==> src/core/pmu_ctrl_defs.svh <==
// register offsets, field positions and reset values of the channel control block
// Function
// [RULE1] system switch bits route force/sense lines
// [RULE2] clamp enable field activates selected clamps
// [RULE3] clamp readback shows latest write source
// [RULE4] comparator outputs off at reset, enable field
// [RULE5] comparator enable readback shows latest write
// [RULE6] compare select high voltage, low current
// [RULE7] alarm clear resets all flags, every channel
// [RULE8] range code 101 disables always-on buffer
// [RULE9] code 101 leaves channel high-Z, buffer off
// [RULE10] range code 110 enables always-on buffer
// [RULE11] code 110 also forces channel high-Z
// [RULE12] host selects force voltage when enabling
// [RULE13] host rewrites function, range to resume
// [RULE14] external sense resistor only at code 100
// [RULE15] always-on mode off after power-on
// [RULE16] fields apply to every addressed channel
`ifndef PMU_CTRL_DEFS_SVH
`define PMU_CTRL_DEFS_SVH

// apb byte offsets
`define OFS_CTRL_WORD 12'h000
`define OFS_SYS_CTRL 12'h004
`define OFS_CHAN_STAT 12'h008
`define OFS_IRQ_STAT 12'h00C
`define OFS_IRQ_MASK 12'h010

// control word field positions
`define B_RDWR 28
`define B_CHAN_HI 27
`define B_CHAN_LO 24
`define B_MODE_HI 23
`define B_MODE_LO 22
`define B_DRV_HI 21
`define B_DRV_LO 20
`define B_RNG_HI 17
`define B_RNG_LO 15
`define B_SYSTEM_FORCE_LINE 11
`define B_SYSTEM_SENSE_LINE 10
`define B_CLAMP 9
`define B_CMP_OE 8
`define B_CMP_V 7
`define B_CLEAR 6

// range codes
`define RNG_EXT 3'h4
`define RNG_AON_OFF 3'h5
`define RNG_AON_ON 3'h6
`define RNG_RESET 3'h3

// system control bits
`define B_SYS_CLAMP 0
`define B_SYS_CMP_OE 1

// interrupt status bits
`define IRQ_ALARM 0
`define IRQ_AON_ON 1
`define IRQ_AON_OFF 2
`define IRQ_W 3

`endif

==> src/core/pmu_ctrl_pkg.sv <==
// types shared by the channel control block
package pmu_ctrl_pkg;

    // per-channel decoded controls towards the analog front end
    typedef struct packed {
        logic system_force_line_switch;
        logic system_sense_line_switch;
        logic clamp_enable;
        logic comparator_output_enable;
        logic compare_voltage;
        logic ext_buf_always_on;
        logic force_hiz;
        logic ext_sense_connect;
    } chan_ctrl_t;

    // latched alarm flags
    typedef struct packed {
        logic temp;
        logic guard;
        logic clamp;
    } alarm_flags_t;

endpackage : pmu_ctrl_pkg

==> src/core/pmu_channel_control_fields.sv <==
// apb register bank decoding the lower per-channel control fields
//
// Local design decisions: register access over APB and the register offsets.
`timescale 1ns/1ps
`default_nettype none
`include "pmu_ctrl_defs.svh"

module pmu_channel_control_fields
    import pmu_ctrl_pkg::*;
#(
    parameter int NCHAN = 4
)
(
    // clock and reset
    input wire logic clk,
    input wire logic rst_b,
    // apb slave
    input wire logic psel,
    input wire logic penable,
    input wire logic pwrite,
    input wire logic [11:0] paddr,
    input wire logic [31:0] pwdata,
    output logic [31:0] prdata,
    output logic pready,
    output logic pslverr,
    // alarm events from the analog side, asynchronous
    input wire logic [2:0] alarm_event,
    // decoded per-channel controls
    output chan_ctrl_t [NCHAN-1:0] chan_ctrl,
    // latched alarm flags and the alarm pin
    output alarm_flags_t alarm_flags,
    output logic alarm_pin,
    // interrupt
    output logic irq
);

    // apb access phase strobes
    wire logic access;
    wire logic wr_en;
    wire logic rd_en;
    assign access = psel & penable;
    assign wr_en = access & pwrite;
    assign rd_en = access & ~pwrite;

    // address decode
    wire logic hit_ctrl;
    wire logic hit_sys;
    wire logic hit_stat;
    wire logic hit_irq;
    wire logic hit_mask;
    wire logic hit_any;
    assign hit_ctrl = (paddr == `OFS_CTRL_WORD);
    assign hit_sys = (paddr == `OFS_SYS_CTRL);
    assign hit_stat = (paddr == `OFS_CHAN_STAT);
    assign hit_irq = (paddr == `OFS_IRQ_STAT);
    assign hit_mask = (paddr == `OFS_IRQ_MASK);
    assign hit_any = hit_ctrl | hit_sys | hit_stat | hit_irq | hit_mask;

    // zero-wait slave; unmapped addresses answer with an error
    // a write to a read-only register is dropped without an error
    assign pready = 1'b1;
    assign pslverr = access & ~hit_any;

    // control word write: only a write with mode 00 reaches the pmu fields,
    // the readback flag and dac modes are left to other blocks
    wire logic ctrl_wr;
    assign ctrl_wr = wr_en & hit_ctrl & ~pwdata[`B_RDWR]
        & (pwdata[`B_MODE_HI:`B_MODE_LO] == 2'h0);

    // fields of the incoming word
    wire logic [3:0] chan_sel;
    wire logic [2:0] rng_code;
    wire logic clear_req;
    assign chan_sel = pwdata[`B_CHAN_HI:`B_CHAN_LO];
    assign rng_code = pwdata[`B_RNG_HI:`B_RNG_LO];
    assign clear_req = ctrl_wr & pwdata[`B_CLEAR];

    // always-on special codes
    wire logic code_aon_off;
    wire logic code_aon_on;
    assign code_aon_off = (rng_code == `RNG_AON_OFF);
    assign code_aon_on = (rng_code == `RNG_AON_ON);

    // system control word write applies to every channel at once
    wire logic sys_wr;
    assign sys_wr = wr_en & hit_sys;

    // per-channel state, one copy per channel
    logic [NCHAN-1:0] sf_q;
    logic [NCHAN-1:0] ss_q;
    logic [NCHAN-1:0] clamp_q;
    logic [NCHAN-1:0] cmp_oe_q;
    logic [NCHAN-1:0] cmp_v_q;
    logic [NCHAN-1:0] aon_q;
    logic [NCHAN-1:0] hiz_q;
    logic [NCHAN-1:0] ext_q;
    // per-channel write strobe
    logic [NCHAN-1:0] chan_wr;
    // events seen on any channel this cycle
    logic [NCHAN-1:0] aon_on_ev;
    logic [NCHAN-1:0] aon_off_ev;

    genvar g;
    generate
        for (g = 0; g < NCHAN; g++)
        begin : g_chan
            // every addressed channel takes the same field values
            assign chan_wr[g] = ctrl_wr & chan_sel[g]; // [RULE16]
            assign aon_on_ev[g] = chan_wr[g] & code_aon_on;
            assign aon_off_ev[g] = chan_wr[g] & code_aon_off;

            // system line switches follow the two switch bits directly
            always_ff @(posedge clk or negedge rst_b)
            begin
                if (!rst_b)
                begin
                    sf_q[g] <= 1'b0;
                    ss_q[g] <= 1'b0;
                end
                else if (chan_wr[g])
                begin
                    sf_q[g] <= pwdata[`B_SYSTEM_FORCE_LINE]; // [RULE1]
                    ss_q[g] <= pwdata[`B_SYSTEM_SENSE_LINE]; // [RULE1]
                end
            end

            // clamp enable: whichever word wrote last wins, so readback
            // matches the write order across both sources
            always_ff @(posedge clk or negedge rst_b)
            begin
                if (!rst_b)
                    clamp_q[g] <= 1'b0;
                else if (chan_wr[g])
                    clamp_q[g] <= pwdata[`B_CLAMP]; // [RULE2] [RULE3]
                else if (sys_wr)
                    clamp_q[g] <= pwdata[`B_SYS_CLAMP]; // [RULE2] [RULE3]
            end

            // comparator output enable, high-Z after reset
            always_ff @(posedge clk or negedge rst_b)
            begin
                if (!rst_b)
                    cmp_oe_q[g] <= 1'b0; // [RULE4]
                else if (chan_wr[g])
                    cmp_oe_q[g] <= pwdata[`B_CMP_OE]; // [RULE4] [RULE5]
                else if (sys_wr)
                    cmp_oe_q[g] <= pwdata[`B_SYS_CMP_OE]; // [RULE5]
            end

            // compare select: high voltage, low current
            always_ff @(posedge clk or negedge rst_b)
            begin
                if (!rst_b)
                    cmp_v_q[g] <= 1'b0;
                else if (chan_wr[g])
                    cmp_v_q[g] <= pwdata[`B_CMP_V]; // [RULE6]
            end

            // always-on mode of the external range buffer
            always_ff @(posedge clk or negedge rst_b)
            begin
                if (!rst_b)
                    aon_q[g] <= 1'b0; // [RULE15]
                else if (aon_on_ev[g])
                    aon_q[g] <= 1'b1; // [RULE10]
                else if (aon_off_ev[g])
                    aon_q[g] <= 1'b0; // [RULE8] [RULE9]
            end

            // either always-on code parks the channel in high-Z; any other
            // range code releases it, the host supplies the function then
            always_ff @(posedge clk or negedge rst_b)
            begin
                if (!rst_b)
                    hiz_q[g] <= 1'b0;
                else if (chan_wr[g])
                    hiz_q[g] <= code_aon_on | code_aon_off; // [RULE9] [RULE11] [RULE13]
            end

            // external sense resistor tracks the held range code; the
            // special codes are not ranges and disconnect it as well
            always_ff @(posedge clk or negedge rst_b)
            begin
                if (!rst_b)
                    ext_q[g] <= 1'b0;
                else if (chan_wr[g])
                    ext_q[g] <= (rng_code == `RNG_EXT); // [RULE14]
            end

            // pack the channel outputs, all straight from flops
            assign chan_ctrl[g].system_force_line_switch = sf_q[g];
            assign chan_ctrl[g].system_sense_line_switch = ss_q[g];
            assign chan_ctrl[g].clamp_enable = clamp_q[g];
            assign chan_ctrl[g].comparator_output_enable = cmp_oe_q[g];
            assign chan_ctrl[g].compare_voltage = cmp_v_q[g];
            assign chan_ctrl[g].ext_buf_always_on = aon_q[g];
            assign chan_ctrl[g].force_hiz = hiz_q[g];
            assign chan_ctrl[g].ext_sense_connect = ext_q[g];
        end
    endgenerate

    // two-flop synchroniser for the asynchronous alarm events;
    // only the second stage is looked at by logic
    logic [2:0] alarm_meta;
    logic [2:0] alarm_sync;
    always_ff @(posedge clk or negedge rst_b)
    begin
        if (!rst_b)
        begin
            alarm_meta <= 3'h0;
            alarm_sync <= 3'h0;
        end
        else
        begin
            alarm_meta <= alarm_event;
            alarm_sync <= alarm_meta;
        end
    end

    // latched alarm flags; clear acts regardless of channel selection,
    // but an alarm arriving in the clearing cycle still latches
    logic [2:0] alarm_q;
    always_ff @(posedge clk or negedge rst_b)
    begin
        if (!rst_b)
            alarm_q <= 3'h0;
        else
            alarm_q <= (alarm_q & ~{3{clear_req}}) | alarm_sync; // [RULE7]
    end
    assign alarm_flags = alarm_flags_t'(alarm_q);

    // alarm pin is a flop too, cleared together with the flags
    always_ff @(posedge clk or negedge rst_b)
    begin
        if (!rst_b)
            alarm_pin <= 1'b0;
        else
            alarm_pin <= ((alarm_pin & ~clear_req) | (|alarm_sync)); // [RULE7]
    end

    // interrupt sources for this cycle
    // the alarm bit marks a clear request, not the alarm itself: the
    // alarm pin already reports the alarm level to the host
    wire logic [`IRQ_W-1:0] irq_src;
    assign irq_src[`IRQ_ALARM] = clear_req;
    assign irq_src[`IRQ_AON_ON] = |aon_on_ev;
    assign irq_src[`IRQ_AON_OFF] = |aon_off_ev;

    // sticky status, cleared by its own read; a new event wins the clear
    logic [`IRQ_W-1:0] irq_stat;
    wire logic irq_rd;
    assign irq_rd = rd_en & hit_irq;
    always_ff @(posedge clk or negedge rst_b)
    begin
        if (!rst_b)
            irq_stat <= '0;
        else
            irq_stat <= (irq_stat & ~{`IRQ_W{irq_rd}}) | irq_src;
    end

    // interrupt mask, all sources blocked after reset
    logic [`IRQ_W-1:0] irq_mask;
    always_ff @(posedge clk or negedge rst_b)
    begin
        if (!rst_b)
            irq_mask <= '0;
        else if (wr_en & hit_mask)
            irq_mask <= pwdata[`IRQ_W-1:0];
    end

    // level interrupt while any unmasked status bit stands
    assign irq = |(irq_stat & irq_mask);

    // system control readback shows channel 0; a system word lands on every channel
    wire logic [31:0] sys_view;
    assign sys_view = {30'h0, cmp_oe_q[0], clamp_q[0]};

    // channel status: one byte-lane style group of NCHAN bits per field
    wire logic [31:0] stat_view;
    assign stat_view = 32'({ext_q, hiz_q, aon_q, cmp_v_q,
        cmp_oe_q, clamp_q, ss_q, sf_q});

    // the control word itself reads back as zero: its fields are spread
    // over the channels and only the status view says which is which
    wire logic [31:0] next_prdata;
    assign next_prdata = hit_sys ? sys_view
        : hit_stat ? stat_view
        : hit_irq ? {{(32-`IRQ_W){1'b0}}, irq_stat}
        : hit_mask ? {{(32-`IRQ_W){1'b0}}, irq_mask}
        : 32'h0000_0000;

    // read data captured in the setup cycle so it stands in the access phase
    // trade-off: a status bit set during the access shows on the next read
    always_ff @(posedge clk or negedge rst_b)
    begin
        if (!rst_b)
            prdata <= 32'h0000_0000;
        else if (psel & ~penable & ~pwrite)
            prdata <= next_prdata;
    end

endmodule : pmu_channel_control_fields
`default_nettype wire

==> config.mk <==
export PLATFORM = sky130hd
export DESIGN_NAME = pmu_channel_control_fields
export DESIGN_NICKNAME = d
export VERILOG_FILES = /design/src/core/pmu_ctrl_pkg.sv /design/src/core/pmu_channel_control_fields.sv
export VERILOG_INCLUDE_DIRS = /design/src /design/src/core
export SDC_FILE = /design/constraint.sdc
export NUM_CORES = 1
export LEC_CHECK = 0
export ABC_CLOCK_PERIOD_IN_PS = 3600
export BUFFER_PORTS_ARGS = -buffer_cell sky130_fd_sc_hd__buf_2
export CAP_MARGIN = 20
export CORE_MARGIN = 2
export CORE_UTILIZATION = 55
export CTS_BUF_LIST = sky130_fd_sc_hd__clkbuf_2 sky130_fd_sc_hd__clkbuf_4 sky130_fd_sc_hd__clkbuf_8
export CTS_CLUSTER_DIAMETER = 100
export DETAILED_ROUTE_END_ITERATION = 8
export PLACE_DENSITY = 0.84
export SLEW_MARGIN = 20
export SYNTH_ARGS = -nofsm -noshare
export SYNTH_HDL_FRONTEND = slang
export SYNTH_SLANG_ARGS = --single-unit
==> constraint.sdc <==
create_clock -name clk -period 3.6 [get_ports clk]
set_clock_uncertainty 0.2 [all_clocks]
set_input_delay 0.54 -clock clk [delete_from_list [all_inputs] [get_ports clk]]
set_output_delay 0.54 -clock clk [all_outputs]
set_load 0.1 [all_outputs]
==> report_table.html <==
<table>
<tr><th>Metric</th><th>Value</th></tr>
<tr><th colspan="2">Logic synthesis</th></tr>
<tr><td>Primary flip-flop cell chosen by synthesis mapping</td><td>sky130_fd_sc_hd__dfrtp_1</td></tr>
<tr><td>Share of the synthesized area in the top cell type</td><td>58.3%</td></tr>
<tr><td>Syn nets</td><td>about 310</td></tr>
<tr><td>Flops &amp; latches, synth</td><td>80</td></tr>
<tr><td>Share of flip-flops with an asynchronous set or reset after synthesis</td><td>100%</td></tr>
<tr><td>Synthesized area per cell</td><td>13.3 µm²</td></tr>
<tr><td>Part of the Yosys area used for sequential elements</td><td>around three fifths</td></tr>
<tr><td>Count of synthesis-stage warnings from yosys</td><td>0</td></tr>
<tr><td>Cell area after technology mapping</td><td>0.00343 mm²</td></tr>
<tr><td>Leading cell types by total area after synthesis</td><td>sky130_fd_sc_hd__dfrtp_1 (58%), sky130_fd_sc_hd__mux2_2 (9.8%), sky130_fd_sc_hd__a22o_1 (7.7%)</td></tr>
<tr><td>Number of enable flip-flop cells after synthesis</td><td>0</td></tr>
<tr><td>Post-synth cell types</td><td>between 40 and 50</td></tr>
<tr><td>Area leader, netlist</td><td>sky130_fd_sc_hd__dfrtp_1</td></tr>
<tr><td>Synthesized instance count</td><td>approximately 260</td></tr>
<tr><th colspan="2">Job</th></tr>
<tr><td>Number of violations of the max-capacitance limit</td><td>0</td></tr>
<tr><th colspan="2">STA</th></tr>
<tr><td>Actual transition at the worst max-transition pin</td><td>0.614 ns</td></tr>
<tr><td>Aggregate negative setup slack</td><td>0 ns</td></tr>
<tr><td>Max-slew headroom at the worst pin</td><td>58.7%</td></tr>
<tr><td>Number of max-slew violations in the final report</td><td>0</td></tr>
<tr><td>RSZ-0062 raised after global routing</td><td>false</td></tr>
<tr><td>Period utilization</td><td>a little under 80%</td></tr>
<tr><td>Count of final setup violators</td><td>0</td></tr>
<tr><td>Final hold violations</td><td>0</td></tr>
<tr><td>Post-route minimum period</td><td>2.80 ns</td></tr>
<tr><td>Upper clock frequency limit</td><td>358 MHz</td></tr>
<tr><th colspan="2">Floorplanning</th></tr>
<tr><td>Die X-Extent</td><td>approximately 83 µm</td></tr>
<tr><td>Core area</td><td>0.00599 mm²</td></tr>
<tr><td>Initial core utilization</td><td>~57%</td></tr>
<tr><td>Die span in y</td><td>between 80 and 90 µm</td></tr>
<tr><td>Die outline area</td><td>between 0.006 and 0.007 mm²</td></tr>
<tr><td>Number of cell rows</td><td>28</td></tr>
<tr><td>Number of top-level pins</td><td>123</td></tr>
<tr><th colspan="2">Routing</th></tr>
<tr><td>Wire length after detailed routing</td><td>about 8.0 mm</td></tr>
<tr><td>First-pass DRT Iterations</td><td>4</td></tr>
<tr><td>Via/cell ratio</td><td>between 5 and 6</td></tr>
<tr><td>Drt first-iter violations</td><td>188</td></tr>
<tr><td>Detail Route Antenna Nets</td><td>0</td></tr>
<tr><td>Average detailed-routed wire length per instance</td><td>about 18 µm</td></tr>
<tr><td>Total via count after detailed routing</td><td>2645</td></tr>
<tr><td>DRC errors left</td><td>0</td></tr>
<tr><th colspan="2">Cells and area</th></tr>
<tr><td>Area taken by multi-input logic gates</td><td>about 0.0014 mm²</td></tr>
<tr><td>Final std cells w/o fill</td><td>~450</td></tr>
<tr><td>Fill count</td><td>between 400 and 500</td></tr>
<tr><td>Net total in the final layout</td><td>425</td></tr>
<tr><td>Area growth from synthesis to layout</td><td>26.5%</td></tr>
<tr><td>Area occupied by registers</td><td>0.00200 mm²</td></tr>
<tr><td>Antenna Cells</td><td>0</td></tr>
<tr><td>Fraction of layout cells with a size suffix above 1</td><td>around 45%</td></tr>
<tr><th colspan="2">Worst setup path</th></tr>
<tr><td>Data required, critical path</td><td>about 2.9 ns</td></tr>
<tr><td>Worst Setup Start Kind</td><td>input port</td></tr>
<tr><td>Arrival time of data at the critical path endpoint</td><td>2.06 ns</td></tr>
<tr><td>Maximum fanout along the worst path</td><td>6</td></tr>
<tr><td>Cell count of the worst reg-to-reg path</td><td>2</td></tr>
<tr><td>Crit Path Category</td><td>input port to primary output</td></tr>
<tr><td>Critical Path Sink Type</td><td>primary output</td></tr>
<tr><th colspan="2">Clock tree</th></tr>
<tr><td>CTS Hold Buffers Added</td><td>0</td></tr>
<tr><td>Clock latency on the worst-skew pair</td><td>around 0.35 ns</td></tr>
<tr><td>Clock transition at the registers of the reported paths</td><td>roughly 0.07 ns</td></tr>
<tr><td>Count of buffers added by post-CTS timing repair for setup</td><td>0</td></tr>
<tr><td>Clock tree root buffer cell</td><td>sky130_fd_sc_hd__clkbuf_8</td></tr>
<tr><td>TritonCTS Buffers</td><td>9</td></tr>
<tr><td>CTS H-tree depth</td><td>3</td></tr>
<tr><td>Clk buf depth</td><td>2</td></tr>
<tr><td>Post_cts resized</td><td>0</td></tr>
<tr><td>Clock Sink Count</td><td>80</td></tr>
<tr><td>CTS tree</td><td>done</td></tr>
<tr><th colspan="2">Power and ir drop</th></tr>
<tr><td>Total power per unit cell area</td><td>~410 mW/mm²</td></tr>
<tr><td>Peak supply drop</td><td>0.308 mV</td></tr>
<tr><td>Leak</td><td>between 2 and 2.5 nW</td></tr>
<tr><th colspan="2">Worst hold path</th></tr>
<tr><td>Hold Crit Class</td><td>input port to flop</td></tr>
<tr><td>Worst hold path cell count</td><td>1</td></tr>
<tr><th colspan="2">Global route</th></tr>
<tr><td>Met3 track demand over resource</td><td>under 10%</td></tr>
<tr><td>Global-route wire length before repair</td><td>12.9 mm</td></tr>
<tr><td>Number of global-route vias before repair</td><td>between 2k and 2.5k</td></tr>
<tr><td>Overall track demand over capacity in global routing</td><td>between 20% and 30%</td></tr>
<tr><td>Routing layer with the top usage in global route</td><td>met2</td></tr>
<tr><td>Antenna violations before repair</td><td>0</td></tr>
<tr><td>Met1 Usage GRT</td><td>about a third</td></tr>
<tr><td>Grt ovf</td><td>0</td></tr>
<tr><td>GRT met2 Usage</td><td>a little over a third</td></tr>
<tr><td>Pin count of the biggest net entering global routing</td><td>between 80 and 90</td></tr>
<tr><th colspan="2">Placed design</th></tr>
<tr><td>Placed instance count</td><td>about 440</td></tr>
<tr><td>Number of port buffers</td><td>between 100 and 150</td></tr>
<tr><td>HPWL reported at the end of detailed placement</td><td>5.78 mm</td></tr>
<tr><td>Final weighted congestion of routability-driven global placement</td><td>around 0.84</td></tr>
<tr><th colspan="2">Run status</th></tr>
<tr><td>Status</td><td>complete, no violations</td></tr>
</table>
==> power breakdown <==
| group | switching, mW | total, mW | internal [mW] |
|---|---|---|---|
| clock | 0.306 | 0.799 | 0.493 |
| combinational | 0.0676 | 0.101 | 0.0334 |
| sequential | 0.00141 | 0.903 | 0.901 |
==> cells in the mapped netlist, types with 3 or more instances <==
cell                        n
sky130_fd_sc_hd__dfrtp_1   80
sky130_fd_sc_hd__a22o_1    30
sky130_fd_sc_hd__mux2_2    30
sky130_fd_sc_hd__nand4_1   11
sky130_fd_sc_hd__mux2_1     9
sky130_fd_sc_hd__nand2b_1   8
sky130_fd_sc_hd__buf_2      6
sky130_fd_sc_hd__clkbuf_1   6
sky130_fd_sc_hd__nand2_1    6
sky130_fd_sc_hd__o21ai_0    6
sky130_fd_sc_hd__nor4_1     5
sky130_fd_sc_hd__or4_1      5
sky130_fd_sc_hd__a21bo_2    4
sky130_fd_sc_hd__mux2i_1    4
sky130_fd_sc_hd__nand3_1    4
sky130_fd_sc_hd__nor2b_1    4
sky130_fd_sc_hd__o211ai_1   4
sky130_fd_sc_hd__o31ai_1    4
sky130_fd_sc_hd__a21o_1     3
sky130_fd_sc_hd__nor2_1     3
==> metrics by stage <==
step	hold WS, ns	setup WS, ns	utilization [%]	power (mW)	instance area, µm²
floorplan	0.0444	0.416	-	0.960	3430
global placement	0.133	0.560	67.8	1.01	4060
detailed placement	0.136	0.479	67.8	1.02	4060
CTS	0.0788	0.797	71.9	1.81	4310
global route	0.0811	0.730	72.5	1.87	4340
finish	0.0977	0.804	72.5	1.80	4340
==> layout make-up <==
cell class | instances | share of cell area, %
inverters | 2 | 0.173
clock inverters | 3 | 2.07
clock buffers | 13 | 3.54
well taps | 75 | 2.16
repair buffers | 116 | 14.4
flip-flops and latches | 80 | 46.1
multi-input cells | 164 | 31.6
==> cells by family after synthesis <==
family	after synthesis	synth area share, %
flops	80	58.3
compound gates	61	14.6
simple gates	58	10.9
mux	43	14.0
buf+inv	15	1.97
xor+xnor	1	0.255
other cells	1	0.109
==> state kept, by name, summed over array words and instances, names as in the netlist <==
name,flops
chan_ctrl,32
prdata,32
alarm_flags,3
alarm_meta,3
alarm_sync,3
irq_mask,3
irq_stat,3
alarm_pin,1
==> final timing paths <==
check | slack, ns | start | endpoint
worst max-delay path | 0.80 | paddr[9] | pslverr
worst min register to register | 0.15 | alarm_meta[0]$_DFF_PN0_ | alarm_sync[0]$_DFF_PN0_
min in group asynchronous | 0.43 | rst_b | prdata[17]$_DFFE_PN0P_
max in group asynchronous | 2.20 | rst_b | irq_mask[0]$_DFFE_PN0P_
worst min-delay path | 0.1 | alarm_event[0] | alarm_meta[0]$_DFF_PN0_
worst max register to register | 2.27 | chan_ctrl[28]$_DFFE_PN0P_ | chan_ctrl[28]$_DFFE_PN0P_
==> cell usage in the layout, fill, tap and decap left out, types with 4 or more instances in the layout <==
cell type                  synthesis  final
sky130_fd_sc_hd__o21ai_0           6      6
sky130_fd_sc_hd__nand3_1           4      4
sky130_fd_sc_hd__nand2b_1          8      8
sky130_fd_sc_hd__dfrtp_1          80     80
sky130_fd_sc_hd__a21bo_2           4      4
sky130_fd_sc_hd__nor4_1            5      4
sky130_fd_sc_hd__mux2_1            9      9
sky130_fd_sc_hd__o211ai_1          4      4
sky130_fd_sc_hd__or4_1             5      5
sky130_fd_sc_hd__mux2i_1           4      4
sky130_fd_sc_hd__mux2_2           30     30
sky130_fd_sc_hd__buf_4             1      7
sky130_fd_sc_hd__o31ai_1           4      4
sky130_fd_sc_hd__a22o_1           30     30
sky130_fd_sc_hd__buf_2             6    107
sky130_fd_sc_hd__nand2_1           6      6
sky130_fd_sc_hd__clkbuf_8          0      9
sky130_fd_sc_hd__clkbuf_4          0      4
sky130_fd_sc_hd__nand4_1          11     11
sky130_fd_sc_hd__nor2b_1           4      4
==> per-layer routing <==
layer | share of wire, % | vias to the layer above
li1 | - | 1222
met1 | 42 | 1304
met2 | 49 | 107
met3 | 8.1 | 12
met4 | 1.7 | 0
met5 | 0 | -
==> critical path, stage by stage <==
cell                      delay, ns
sky130_fd_sc_hd__buf_2         0.10
sky130_fd_sc_hd__or4_1         0.67
sky130_fd_sc_hd__nor3_1        0.19
sky130_fd_sc_hd__buf_4         0.17
sky130_fd_sc_hd__a21oi_1       0.08
sky130_fd_sc_hd__buf_2         0.30
(Power assumes the default switching activity.)
